--- config.mk ---
export PLATFORM = sky130hd
export DESIGN_NAME = arc_control
export DESIGN_NICKNAME = d
export VERILOG_FILES = /design/src/rtl/arc_pkg.sv /design/src/rtl/arc_pin_sync.sv /design/src/rtl/arc_control.sv
export VERILOG_INCLUDE_DIRS = /design/src /design/src/rtl
export SDC_FILE = /design/constraint.sdc
export NUM_CORES = 1
export LEC_CHECK = 0
export BUFFER_PORTS_ARGS = -buffer_cell sky130_fd_sc_hd__buf_2
export CORE_MARGIN = 4
export CORE_UTILIZATION = 60
export CTS_CLUSTER_DIAMETER = 150
export DETAILED_ROUTE_END_ITERATION = 10
export GPL_TIMING_DRIVEN = 0
export HOLD_SLACK_MARGIN = 0.02
export PLACE_DENSITY_LB_ADDON = 0.1
export SYNTH_ARGS = -nofsm -noshare
export SYNTH_HDL_FRONTEND = slang
export SYNTH_SLANG_ARGS = --single-unit
--- constraint.sdc ---
create_clock -name clk -period 12.32 [get_ports clk]
set_input_delay 0 -clock clk [delete_from_list [all_inputs] [get_ports clk]]
set_output_delay 0 -clock clk [all_outputs]
set_load 0.02 [all_outputs]
--- src/rtl/arc_defs.svh ---
`ifndef ARC_DEFS_SVH
`define ARC_DEFS_SVH

// ----------------------------------------
// Register offsets
// ----------------------------------------
`define ARC_OFS_MODE 4'h0
`define ARC_OFS_CONFIG 4'h1
`define ARC_OFS_STATUS 4'h2
`define ARC_OFS_DATA 4'h3

// ----------------------------------------
// Field positions and reset values
// ----------------------------------------
`define ARC_MODE_FS_LSB 5
`define ARC_MODE_RST 15'h0c02
`define ARC_CONFIG_RST 6'h20
`define ARC_STATUS_APPEND_LSB 24

// ----------------------------------------
// Timing and counts
// ----------------------------------------
`define ARC_CLK_MHZ 10
`define ARC_RESET_WAIT_US 500
`define ARC_RESET_ONES 6'd40
`define ARC_SETTLE_PERIODS 3'd4
`define ARC_MCLK_PER_FS 1024
`define ARC_SYNC_MIN_MCLK 4
`define ARC_TEMP_ZERO 24'h800000
`define ARC_TEMP_SLOPE 12'd2815
`define ARC_SYNC_PIN_RST 5'h05

`endif

--- src/rtl/arc_pkg.sv ---
package arc_pkg;

  // ----------------------------------------
  // Modes and states
  // ----------------------------------------
  typedef enum logic [1:0] {
    CLK_XTAL = 2'b00,
    CLK_EXT = 2'b01,
    CLK_INT = 2'b10,
    CLK_INT_OUT = 2'b11
  } arc_clk_src_e;

  typedef enum logic [2:0] {
    FLT_HELD = 3'b000,
    FLT_ARMED = 3'b001,
    FLT_SETTLE = 3'b010,
    FLT_RUN = 3'b011,
    FLT_IDLE = 3'b100
  } arc_flt_state_e;

  // ----------------------------------------
  // Register layouts
  // ----------------------------------------
  typedef struct packed {
    logic [9:0] fs;
    logic start_mode;
    logic status_append;
    logic parity_enable;
    arc_clk_src_e clk_src;
  } arc_mode_s;

  typedef struct packed {
    logic bipolar;
    logic temp_sensor_select;
    logic [3:0] channel;
  } arc_config_s;

  typedef struct packed {
    logic ready_n;
    logic [1:0] rsvd;
    logic parity;
    logic [3:0] channel;
  } arc_status_s;

  typedef struct packed {
    logic [3:0] addr;
    logic [31:0] wdata;
    logic wr;
    logic rd;
  } arc_bus_req_s;

endpackage : arc_pkg

--- src/rtl/arc_pin_sync.sv ---
`timescale 1ns/1ns
module arc_pin_sync #(
  parameter int WIDTH = 5,
  parameter logic [WIDTH-1:0] RST_VAL = '0
) (
  input wire logic clk,
  input wire logic reset_n,
  input wire logic [WIDTH-1:0] pin_in,
  output logic [WIDTH-1:0] level,
  output logic [WIDTH-1:0] rise,
  output logic [WIDTH-1:0] fall
);

  logic [WIDTH-1:0] s1_q;
  logic [WIDTH-1:0] s2_q;
  logic [WIDTH-1:0] s3_q;

  // First stage feeds only the second
  always_ff @(posedge clk) begin
    if (!reset_n) begin
      s1_q <= RST_VAL;
      s2_q <= RST_VAL;
      s3_q <= RST_VAL;
    end else begin
      s1_q <= pin_in;
      s2_q <= s1_q;
      s3_q <= s2_q;
    end
  end

  assign level = s2_q;
  assign rise = s2_q & ~s3_q;
  assign fall = ~s2_q & s3_q;

endmodule : arc_pin_sync

--- src/rtl/arc_control.sv ---
// The register addresses and strobed register access are this design's own decisions.
`timescale 1ns/1ns
`include "arc_defs.svh"

module arc_control #(
  parameter int RESET_WAIT_CYC = `ARC_RESET_WAIT_US * `ARC_CLK_MHZ,
  parameter int MCLK_DIV = 1,
  parameter int MCLK_PER_FS = `ARC_MCLK_PER_FS
) (
  input wire logic clk,
  input wire logic reset_n,
  input arc_pkg::arc_bus_req_s bus_req,
  output logic [31:0] bus_rdata,
  input wire logic sclk_pin,
  input wire logic din_pin,
  input wire logic sync_n_pin,
  input wire logic crystal_in_pin,
  input wire logic clock_io_pin_in,
  output logic clock_io_pin_out,
  output logic clock_io_pin_oe,
  input wire logic [23:0] analog_code,
  input wire logic [9:0] temp_kelvin,
  output logic ready_n,
  output logic filter_hold,
  output logic temp_route,
  output logic reset_busy
);

  import arc_pkg::*;

  // ----------------------------------------
  // Helpers
  // ----------------------------------------
  function automatic logic even_parity(input logic [23:0] word);
    even_parity = ^word;
  endfunction : even_parity

  function automatic logic [23:0] temp_code(input logic [9:0] kelvin);
    logic [21:0] prod;
    prod = kelvin * `ARC_TEMP_SLOPE;
    temp_code = `ARC_TEMP_ZERO + {2'h0, prod};
  endfunction : temp_code

  localparam int BW = $clog2(RESET_WAIT_CYC + 1);
  localparam int DW = (MCLK_DIV > 1) ? $clog2(MCLK_DIV) : 1;

  // ----------------------------------------
  // Declarations
  // ----------------------------------------
  logic [4:0] pin_lvl;
  logic [4:0] pin_rise;
  logic [4:0] pin_fall;
  logic sclk_rise;
  logic din_lvl;
  logic sync_lvl;
  logic sync_fall;
  logic [5:0] ones_q;
  logic ones_hit;
  logic ones_hit_q;
  logic rst_all;
  logic [BW-1:0] busy_cnt_q;
  arc_mode_s mode_q;
  arc_config_s config_q;
  logic [DW-1:0] div_cnt_q;
  logic int_mclk_q;
  logic mclk_cur;
  logic mclk_prev_q;
  logic mclk_fall;
  arc_flt_state_e flt_q;
  logic [19:0] per_cnt_q;
  logic [19:0] per_len;
  logic [9:0] fs_eff;
  logic period_done;
  logic [2:0] settle_q;
  logic emit;
  logic [23:0] data_q;
  logic [3:0] chan_q;
  arc_status_s status;
  logic data_rd;
  logic wr_mode;
  logic wr_config;

  // ----------------------------------------
  // Pin synchronisers
  // ----------------------------------------
  arc_pin_sync #(
    .WIDTH(5),
    .RST_VAL(`ARC_SYNC_PIN_RST)
  ) u_pin_sync (
    .clk(clk),
    .reset_n(reset_n),
    .pin_in({clock_io_pin_in, crystal_in_pin, sync_n_pin, din_pin, sclk_pin}),
    .level(pin_lvl),
    .rise(pin_rise),
    .fall(pin_fall)
  );

  assign sclk_rise = pin_rise[0];
  assign din_lvl = pin_lvl[1];
  assign sync_lvl = pin_lvl[2];
  assign sync_fall = pin_fall[2];

  // ----------------------------------------
  // Serial reset detector
  // ----------------------------------------
  assign ones_hit = sclk_rise && din_lvl && (ones_q == `ARC_RESET_ONES - 6'd1);

  always_ff @(posedge clk) begin
    if (rst_all) begin
      ones_q <= 6'h00;
    end else if (sclk_rise) begin
      if (din_lvl) begin
        ones_q <= ones_q + 6'd1;
      end else begin
        ones_q <= 6'h00;
      end
    end
  end

  always_ff @(posedge clk) begin
    if (!reset_n) begin
      ones_hit_q <= 1'b0;
    end else begin
      ones_hit_q <= ones_hit;
    end
  end

  // Pin reset and serial reset act alike
  assign rst_all = !reset_n || ones_hit_q;

  // Busy window so a host can poll instead of timing
  always_ff @(posedge clk) begin
    if (rst_all) begin
      busy_cnt_q <= BW'(RESET_WAIT_CYC);
    end else if (busy_cnt_q != '0) begin
      busy_cnt_q <= busy_cnt_q - BW'(1);
    end
  end

  assign reset_busy = (busy_cnt_q != '0);

  // ----------------------------------------
  // Register writes
  // ----------------------------------------
  assign wr_mode = bus_req.wr && (bus_req.addr == `ARC_OFS_MODE);
  assign wr_config = bus_req.wr && (bus_req.addr == `ARC_OFS_CONFIG);

  // Sync never touches these
  always_ff @(posedge clk) begin
    if (rst_all) begin
      mode_q <= `ARC_MODE_RST;
    end else if (wr_mode) begin
      mode_q <= bus_req.wdata[14:0];
    end
  end

  always_ff @(posedge clk) begin
    if (rst_all) begin
      config_q <= `ARC_CONFIG_RST;
    end else if (wr_config) begin
      config_q <= bus_req.wdata[5:0];
    end
  end

  assign temp_route = config_q.temp_sensor_select;

  // ----------------------------------------
  // Master clock
  // ----------------------------------------
  always_ff @(posedge clk) begin
    if (rst_all) begin
      div_cnt_q <= '0;
      int_mclk_q <= 1'b0;
    end else if (div_cnt_q == DW'(MCLK_DIV - 1)) begin
      div_cnt_q <= '0;
      int_mclk_q <= !int_mclk_q;
    end else begin
      div_cnt_q <= div_cnt_q + DW'(1);
    end
  end

  always_comb begin
    unique case (mode_q.clk_src)
      CLK_XTAL: mclk_cur = pin_lvl[3];
      CLK_EXT: mclk_cur = pin_lvl[4];
      CLK_INT: mclk_cur = int_mclk_q;
      CLK_INT_OUT: mclk_cur = int_mclk_q;
    endcase
  end

  always_ff @(posedge clk) begin
    if (rst_all) begin
      mclk_prev_q <= 1'b0;
    end else begin
      mclk_prev_q <= mclk_cur;
    end
  end

  assign mclk_fall = mclk_prev_q && !mclk_cur;

  // Pin is driven only when sharing the internal clock
  always_ff @(posedge clk) begin
    if (rst_all) begin
      clock_io_pin_oe <= 1'b0;
      clock_io_pin_out <= 1'b0;
    end else begin
      clock_io_pin_oe <= (mode_q.clk_src == CLK_INT_OUT);
      clock_io_pin_out <= int_mclk_q;
    end
  end

  // ----------------------------------------
  // Conversion period
  // ----------------------------------------
  // A zero rate word would stall, so it counts as one
  assign fs_eff = (mode_q.fs == 10'h000) ? 10'h001 : mode_q.fs;
  assign per_len = 20'(MCLK_PER_FS) * {10'h000, fs_eff};
  assign period_done = mclk_fall && (per_cnt_q >= per_len - 20'd1);

  always_ff @(posedge clk) begin
    if (rst_all || flt_q == FLT_HELD || flt_q == FLT_ARMED) begin
      per_cnt_q <= 20'h00000;
    end else if (flt_q == FLT_IDLE) begin
      per_cnt_q <= 20'h00000;
    end else if (period_done) begin
      per_cnt_q <= 20'h00000;
    end else if (mclk_fall) begin
      per_cnt_q <= per_cnt_q + 20'd1;
    end
  end

  // ----------------------------------------
  // Filter and modulator sequencing
  // ----------------------------------------
  assign emit = period_done && !sync_fall && ((flt_q == FLT_RUN) ||
    (flt_q == FLT_SETTLE && settle_q == `ARC_SETTLE_PERIODS - 3'd1));

  always_ff @(posedge clk) begin
    if (rst_all) begin
      flt_q <= FLT_SETTLE;
    end else if (sync_fall) begin
      flt_q <= FLT_HELD;
    end else begin
      unique case (flt_q)
        FLT_HELD: begin
          if (sync_lvl) begin
            flt_q <= FLT_ARMED;
          end
        end
        FLT_ARMED: begin
          if (mclk_fall) begin
            flt_q <= FLT_SETTLE;
          end
        end
        FLT_SETTLE: begin
          if (emit) begin
            flt_q <= mode_q.start_mode ? FLT_IDLE : FLT_RUN;
          end
        end
        FLT_RUN: begin
          if (mode_q.start_mode && emit) begin
            flt_q <= FLT_IDLE;
          end
        end
        FLT_IDLE: begin
          flt_q <= FLT_IDLE;
        end
        default: begin
          flt_q <= FLT_HELD;
        end
      endcase
    end
  end

  always_ff @(posedge clk) begin
    if (rst_all || flt_q != FLT_SETTLE) begin
      settle_q <= 3'd0;
    end else if (period_done) begin
      settle_q <= settle_q + 3'd1;
    end
  end

  assign filter_hold = (flt_q == FLT_HELD) || (flt_q == FLT_ARMED);

  // ----------------------------------------
  // Result capture and ready
  // ----------------------------------------
  // Only the bipolar sensor code is meaningful
  always_ff @(posedge clk) begin
    if (rst_all) begin
      data_q <= 24'h000000;
      chan_q <= 4'h0;
    end else if (emit) begin
      if (config_q.temp_sensor_select) begin
        data_q <= temp_code(temp_kelvin);
      end else begin
        data_q <= analog_code;
      end
      chan_q <= config_q.channel;
    end
  end

  assign data_rd = bus_req.rd && (bus_req.addr == `ARC_OFS_DATA);

  // New result wins over a read in the same cycle
  always_ff @(posedge clk) begin
    if (rst_all) begin
      ready_n <= 1'b1;
    end else if (emit) begin
      ready_n <= 1'b0;
    end else if (data_rd || sync_fall) begin
      ready_n <= 1'b1;
    end
  end

  // ----------------------------------------
  // Status and read data
  // ----------------------------------------
  always_comb begin
    status.ready_n = ready_n;
    status.rsvd = 2'b00;
    status.parity = mode_q.parity_enable && even_parity(data_q);
    status.channel = chan_q;
  end

  always_ff @(posedge clk) begin
    if (rst_all) begin
      bus_rdata <= 32'h00000000;
    end else if (bus_req.rd) begin
      unique case (bus_req.addr)
        `ARC_OFS_MODE: bus_rdata <= {17'h00000, mode_q};
        `ARC_OFS_CONFIG: bus_rdata <= {26'h0000000, config_q};
        `ARC_OFS_STATUS: bus_rdata <= {24'h000000, status};
        `ARC_OFS_DATA: begin
          if (mode_q.status_append) begin
            bus_rdata <= {status, data_q};
          end else begin
            bus_rdata <= {8'h00, data_q};
          end
        end
        default: bus_rdata <= 32'h00000000;
      endcase
    end else begin
      bus_rdata <= 32'h00000000;
    end
  end

endmodule : arc_control

* Word level (Yosys, flattened, before mapping) *
Cells that the tools add are included.

word-level totals
  word-level logic and storage cells = 115
  bits in writable memories = 0
  input bits = 79
  flip-flop bits (word level) = 146
  memories kept = 0
  output and inout bits = 38
  latch bits = 0
  bits in read-only memories = 0

operators by class
  equality and inequality tests = 21
  $lt $le $gt $ge = 1
  divide/modulo/power cells = 0
  reductions and logical operators = 37
  shift-type cells = 0
  $add $sub $neg = 7
  $mul = 1
  muxes and demuxes = 15
  bitwise logic cells = 6

operators by type and width
  cell                    number
  $pmux 32 s4             1
  $mux 32                 1
  $add 24x22->24 const A  1
  $mux 24                 1
  $reduce_xor 24->1       1
  $mul 10x12->22 const B  1
  $add 20x1->20 const B   1
  $ge 20x20->1            1
  $sub 20x1->20 const B   1
  $mux 3                  5
  $pmux 3 s5              1
  $reduce_bool 13->1      1
  $sub 13x1->13 const B   1
  $logic_and 1x1->1       12
  $logic_not 10->1        1
  $mux 10                 1
  $eq 3x2->1 const B      3
  $ne 3x2->1 const B      3
  $eq 4x2->1 const B      2
  $reduce_and 4->1        2
  $reduce_or 2->1         4
  $logic_or 1x1->1        7
  $add 6x1->6 const B     1
  $eq 6x6->1 const B      1
  24 further kinds        34

* Depth between registers and ports, before layout *
Gate-level depths: netlist of the first run.

  depth in word-level cells = 12
  depth in mapped cells = 20
  gate-level depth less buffers = 18

* Hierarchy *
From an unflattened synthesis of the first run, not the netlist that was laid out.

unflattened totals
  cell total of the unflattened synthesis = 1,003
  area, all modules = 9,058.7 um^2

modules (own cells, without submodules)
  module        instances  cells each  sequential area each (um^2)  area an instance (um^2)
  arc_control   1          962         2,622.5                      8,590.7
  arc_pin_sync  1          41          300.3                        467.9

* Worst setup path after synthesis of the first run *
Ideal clock, no wire load.

  path type = input to register
  from = in temp_kelvin[7]
  to = reg data_q[19]
  required time = 12.191 ns
  arrival = 4.673 ns
  buffers on the path = 0
  setup slack = 7.518 ns
  stages = 17
  library setup time = 0.129 ns
  cell sequence = fa_1 inv_1 fa_1 inv_1 fa_1 fa_1 inv_1 fa_1 inv_1 ha_1 a2111oi_0 o21ai_1 a31oi_1 nand3b_1 mux2i_1 a2111oi_0 nor2_1

between the ends
  word-level cells in the longest chain between the ends = 3

RTL lines
  element                          line                RTL
  start: declaration               arc_control.sv:22   input wire logic [9:0] temp_kelvin,
  $mul 10x12->22 (no source line)  -
  $add 24x22->24 (no source line)  -
  $mux 24                          arc_control.sv:294  if (config_q.temp_sensor_select) begin
  end signal: assignment           arc_control.sv:295  data_q <= temp_code(temp_kelvin);
  end signal: assignment           arc_control.sv:297  data_q <= analog_code;
  end: declaration                 arc_control.sv:76   logic [23:0] data_q;

Every way passes these cells.
A chain may end at the register's enable or synchronous reset.

* Final worst setup path of the first run *
  from = in temp_kelvin[7]
  to = reg data_q[22]

Same word-level chain as after synthesis.

==> results of run 1 <==
-- per-stage QoR --
| stage | hold WS (ps) | cells |
|---|---|---|
| after CTS | 33.1 | 1338 |
| after global placement | 181 | 1260 |
| after floorplan | 73.0 | 984 |
| after global routing | 67.8 | 1338 |
| final | 49.8 | 1338 |
| after detailed placement | 183 | 1260 |
-- layout make-up --
type | instances | area [µm²]
Sequential cell | 143 | 2860
Buffer | 41 | 189
Timing Repair Buffer | 143 | 951
Tap cell | 180 | 225
Clock inverter | 11 | 155
Multi-Input combinational cell | 737 | 5460
Inverter | 63 | 236
Fill cell | 1056 | 3570
Clock buffer | 20 | 447
-- worst max-delay path: stages --
cell and delay (ps):
buf_2 150, fa_1 670, inv_1 130, fa_1 550, inv_1 60, fa_1 510
fa_1 510, ha_1 320, ha_1 370, a2111o_1 430, o21ai_1 340, o21ai_0 240
and4_1 240, a2111oi_0 570, o21ai_1 130
-- worst max-delay path by stage --
stage | startpoint | end | slack [ps]
after floorplan | temp_kelvin[7] | data_q[19] | 7520
after global placement | temp_kelvin[7] | data_q[22] | 6980
after detailed placement | temp_kelvin[7] | data_q[22] | 6930
after CTS | temp_kelvin[7] | data_q[22] | 7360
after global routing | temp_kelvin[7] | data_q[22] | 7050
final | temp_kelvin[7] | data_q[22] | 7380
-- layout by cell type, fill, tap and decap left out, types with 43 or more instances in the layout --
| master | count |
|---|---|
| a21oi_1 | 75 |
| buf_2 | 97 |
| dfxtp_1 | 143 |
| dlygate4sd3_1 | 47 |
| fa_1 | 44 |
| ha_1 | 85 |
| inv_1 | 63 |
| nand2_1 | 105 |
| nor2_1 | 93 |
| xnor2_1 | 43 |
-- synthesized netlist by cell type (4+ instances only) --
master / n
o21ai_0: 19
a2111oi_0: 4
a211oi_2: 5
ha_1: 85
o21ai_1: 17
and3_1: 11
xor2_1: 25
dfxtp_1: 143
inv_1: 63
nor2_1: 93
nand4_1: 12
a22oi_1: 17
nor3_1: 21
clkbuf_1: 33
a21o_1: 6
buf_4: 5
mux2i_1: 12
o21a_1: 5
o211ai_1: 8
nand3_1: 31
nor4_1: 6
nand2_1: 105
xnor2_1: 43
or3_1: 4
nand2b_1: 13
a211oi_1: 10
a31oi_1: 6
fa_1: 44
and2_1: 17
a21oi_1: 75
-- kinds of logic (layout without fill, tap and decap cells) --
| family | count (synthesis) | in the layout | synth area share, % |
|---|---|---|---|
| simple gates | 332 | 332 | 17.6 |
| compound gates | 191 | 191 | 13.8 |
| flops | 143 | 143 | 32.8 |
| fa+ha+maj | 129 | 129 | 22.3 |
| buf+inv | 104 | 278 | 4.87 |
| xor+xnor | 68 | 68 | 6.82 |
| mux | 14 | 14 | 1.80 |
| other cells | 1 | 3 | 0.0429 |
-- what timing repair did --
| action | 4_1_cts | 5_1_grt |
|---|---|---|
| hold endpoints to repair | 58 | 0 |
| setup endpoints to repair | 0 | 0 |
| hold buffers | 47 | 0 |
| setup buffers | 0 | 0 |
-- flip-flops by register name, indices dropped and copies added, names as in the netlist, 2 cells and up --
signal            count
data_q               24
u_pin_sync.s3_q       2
flt_q                 3
config_q              5
per_cnt_q            20
chan_q                4
u_pin_sync.s1_q       5
busy_cnt_q           13
mode_q               15
settle_q              3
ones_q                6
u_pin_sync.level      5
bus_rdata            30
-- layer usage --
metal  routed length (µm)  up-vias
met1                 9600     3452
met5                    0        -
li1                     -     3706
met2                10000      250
met4                  603        0
met3                 1210       45
-- power breakdown --
group / switching [µW] / internal [µW] / leakage (µW) / total, µW
combinational: 587 / 379 / 0.00306 / 966
clock: 199 / 326 / 0.000292 / 525
sequential: 6.75 / 471 / 0.00116 / 478
==> metrics.txt, run 1 <==
r2r worst-path depth 18; outcome completed; Initial Util 62.0%; cts bufs inserted 17; worst min path class primary input to register; clk buf depth 2; RSZ-0062 raised after global routing false; total congestion overflow 0; vias per cell 5.57; GR met1 Demand/Resource 35.1%; crit share post-route 40.1%; Die H 129 µm; Clk Latency, worst-skew pair 420 ps; R2R Path End data_q[20]; Synth warnings 0; GR peak layer met2; met3 Usage GRT 4.82%; Detail Route Antenna Nets 0; Final WS setup 7380 ps; Synth top area share 32.8%; synth top area cells dfxtp_1 (33%), ha_1 (12%), fa_1 (10%); vias in the first global route 7272; Mapped Area 0.00874 mm²; Max-slew headroom 15.5%; largest net degree at the start of global routing 17; root buf cell clkbuf_16; IO Port Bufs 96; final core occ 74.6%; number of library cell types mapped by synthesis 59; Worst-Margin Slew 1260 ps; CP Data Arrival Time 5220 ps; Critical Path Fanout Max 5; initial antenna violation count 0; number of max-cap violations 0; leakage power 0.00451 µW; post-CTS sizing 0; DR DRC count 0; Post-Synthesis Mean Instance Area 8.90 µm²; R2R Setup Slk 7740 ps; synthesized instance count 982; CTS tree yes; register area share after synthesis 32.8%; FF+latch count, synth 143; htree depth 4; met2 Use GR 44.7%; gpl congestion 0.891; Synth area leader dfxtp_1; final WL 21400 µm; Final setup viols 0; first-pass GRT wire length 35500 µm; number of enable flip-flop cells after synthesis 0; Layout area overhead 20.4%; Hold Crit Depth 4; Hold EP data_q[18]; pre-CTS WS 6930 ps; dominant synthesized flop cell dfxtp_1; Nets 1354; DR WL/cell 16.0 µm; Reg2Reg Launch Point mode_q[10]; drt pass-1 iters 5; clock sinks 143; Design Power 1970 µW; CP Data Required Time 12600 ps; Slew Viols, Final 0; Fmax achieved 202 MHz; Clock Skew 8.25 ps; asr flop ratio synth 0%; Setup TNS Final 0 ps; DIE AREA 0.0166 mm²; Vias 7453; io pins 117; gr usage total 26.8%; hold path start analog_code[18]; maximum vdd drop 0.000135 V; WS Path Type primary input to register; Initial DRC Count 481; Post-Place Cell Area 0.00945 mm²; CP Capture Type register; ratio of cells with drive above 1 in the final layout 12.5%; Cell Rows 43; Die W 129 µm; DP Wirelength 15800 µm; CP startpoint kind primary input; Power Density 187 mW/mm²; Final Hold Vio Count 0; Worst-path clk slew 60 ps; Ant. Diodes 0; crit path time final 4940 ps; CORE AREA 0.0141 mm²; design area 0.0105 mm²
Power figures use the tool's default switching activity.
==> run 2: changes to the inputs <==
--- a/config.mk
+++ b/config.mk
@@ -8,7 +8,7 @@
 export LEC_CHECK = 0
 export BUFFER_PORTS_ARGS = -buffer_cell sky130_fd_sc_hd__buf_2
 export CORE_MARGIN = 4
-export CORE_UTILIZATION = 60
+export CORE_UTILIZATION = 59
 export CTS_CLUSTER_DIAMETER = 150
 export DETAILED_ROUTE_END_ITERATION = 10
 export GPL_TIMING_DRIVEN = 0
==> constraint.sdc (replaced) <==
create_clock -name clk -period 4.6 [get_ports clk]
set_input_delay 0 -clock clk [delete_from_list [all_inputs] [get_ports clk]]
set_output_delay 0 -clock clk [all_outputs]
set_load 0.02 [all_outputs]
==> run 2 against run 1 <==
Net effect:
- die area increased by 1.6%
- hold slack improved by 14 ps
- cell area increased by 1.3%
- via count increased by 1.7%
- non-clock buffer count increased by 5
- register-to-register slack got worse by 7300 ps
- global-route usage decreased by 0.36 points
- routed wire length increased by 1.5%
- sequential cell count unchanged
- power increased to 2.7 times the previous value
==> metrics.txt, run 2 (synthesis gave the netlist of run 1 again) <==
final WL 21800 µm (+1.5%); highest metal used met4; crit path time final 4340 ps; cts bufs inserted 17 (unchanged); largest net degree at the start of global routing 17 (unchanged); Clock Power Share 25.9% (-0.7 points); root buf cell clkbuf_16; Comb power frac 50.5% (+1.4 points); Reg2Reg Launch Point mode_q[10]; Clk Latency, worst-skew pair 430 ps (about the same); Int Pwr 3260 µW (+180%); Setup TNS Final 0 ps (unchanged); Ant. Diodes 0 (unchanged); IO Port Bufs 96 (unchanged); Largest register FFs 30 (unchanged); Die H 130 µm (+0.79%); CP Capture Type register; Final Hold Vio Count 0 (unchanged); CP startpoint kind primary input; Layout area overhead 22.0%; WS Path Type primary input to register; Hold Crit Depth 4 (unchanged); met3 wire len 1280 µm (+5.7%); crit share post-route 94.3%; Vias 7581 (+1.7%); CP Data Arrival Time 4640 ps (-580 ps); Fmax achieved 231 MHz; Cell Rows 44 (+2.3%); drt pass-1 iters 6 (+1); CTS tree yes; initial antenna violation count 0 (unchanged); Flop pwr share 23.7% (-0.6 points); Die W 130 µm (+0.79%); commonest non-fill, non-tap cell in the layout dfxtp_1; r2r worst-path depth 17 (-1); number of max-cap violations 0 (unchanged); Detail Route Antenna Nets 0 (unchanged); DP Wirelength 16000 µm (+1.1%); RSZ-0062 raised after global routing true; Final setup viols 0 (unchanged); clk buf depth 2 (unchanged); io pins 117 (unchanged); R2R Path End per_cnt_q[12]; Initial Util 60.1% (-1.9 points); gpl congestion 0.916 (+2.8%); DR WL/cell 16.2 µm (+0.83%); Worst-Margin Slew 1290 ps (+32.7 ps); Slew Viols, Final 0 (unchanged); sw frac 39.8% (-0.46 points); outcome completed; Worst-path clk slew 60 ps (about the same); switching power 2150 µW (+170%); total congestion overflow 0 (unchanged); Clock Skew 8.97 ps (+0.720 ps); commonest non-fill, non-tap cells in the layout dfxtp_1 (143), nand2_1 (105), buf_2 (97); Nets 1359 (+0.37%); worst min path class primary input to register; DR WL met2 10400 µm (+3.6%); biggest regs bus_rdata (30), data_q (24), per_cnt_q (20); Critical Path Fanout Max 5 (unchanged); gr usage total 26.4% (-0.36 points); first-pass GRT wire length 35400 µm (-0.43%); htree depth 4 (unchanged); vias per cell 5.63 (+1.0%); Layout Cells excl Fill 1347 (+0.67%); Hold EP bus_rdata[4]; dpl cells 1264 (+0.32%); Power Density 508 mW/mm² (+170%); hold path start bus_req[34]; DR DRC count 0 (unchanged); leakage power 0.00454 µW (+0.72%); clock sinks 143 (unchanged); R2R Setup Slk 490 ps (-7250 ps); vias in the first global route 7357 (+1.2%); CORE AREA 0.0145 mm² (+3.1%); DIE AREA 0.0168 mm² (+1.6%); maximum vdd drop 0.000395 V (+190%); Initial DRC Count 584 (+21%); Max-slew headroom 13.3% (-2.2 points); Most flops, register bus_rdata; CP Data Required Time 4900 ps (-7700 ps); ratio of cells with drive above 1 in the final layout 14.4% (+1.8 points); WL met1 9500 µm (-1.1%)
-- run 2: changes by cell type in the layout (fill, tap and decap cells not counted), sizes merged --
| cell | previous run | this run |
|---|---|---|
| inv | 68 | 63 |
| clkinv | 2 | 7 |
| clkbuf | 53 | 51 |
| clkinvlp | 1 | 3 |
| buf | 104 | 109 |
-- run 2: critical path, cell delays in order --
cell,delay (ps)
buf_2,150
fa_2,630
inv_2,70
fa_1,540
inv_1,50
fa_1,500
fa_1,500
ha_1,300
ha_1,370
a2111o_1,480
o21ai_4,210
o21ai_1,130
and4_1,240
a2111oi_4,350
o21ai_1,110
-- run 2: repair_timing --
item	CTS	global route
pin swaps	0	4
hold buffers	47	0
buffers inserted	0	5
gates resized for setup	6	13
endpoints found under the setup margin	5	16
hold endpoints to repair	59	0
-- run 2: routing by layer --
metal	up-vias	global-route usage (%)
met1	3557	34.0
met5	-	0
met3	47	4.42
met2	261	44.7
li1	3716	-
met4	0	10.0
-- run 2: power by group through the flow --
stage / clock network [µW] / logic (µW) / registers [µW]
after floorplan: 0 / 1980 / 1300
after global placement: 0 / 2500 / 1310
after detailed placement: 0 / 2540 / 1310
after CTS: 1410 / 2650 / 1280
after global routing: 1460 / 3100 / 1280
final: 1400 / 2730 / 1280
-- run 2: through the flow --
step | worst slack (ps) | utilization, % | total power, µW | hold slack [ps] | area [µm²]
floorplan | 35.1 | - | 3280 | 73.0 | 8770
global placement | -722 | 65.2 | 3810 | 184 | 9480
detailed placement | -707 | 65.2 | 3850 | 185 | 9480
CTS | 19.6 | 72.8 | 5340 | 24.7 | 10600
global route | -12.2 | 73.3 | 5840 | 69.7 | 10700
finish | 264 | 73.3 | 5410 | 64.0 | 10700
-- run 2: area by class of cell --
type	instances	area, µm²
clock buffer	18	439
timing repair buffer	148	988
tap	184	230
buffer	41	190
fill	1106	3870
sequential	143	2860
inverter	63	236
clock inverter	13	166
multi-input combinational	737	5550
-- run 2: how the worst max path moves through the flow --
stage | start | endpoint | slack (ps) | cells past startpoint
2_1_floorplan | temp_kelvin[7] | data_q[19] | 40 | 17
3_3_place_gp | temp_kelvin[7] | data_q[22] | -720 | 15
3_5_place_dp | temp_kelvin[4] | data_q[22] | -710 | 15
4_1_cts | temp_kelvin[7] | data_q[19] | 20 | 18
5_1_grt | temp_kelvin[9] | data_q[17] | -10 | 18
6_report | temp_kelvin[9] | data_q[22] | 260 | 15
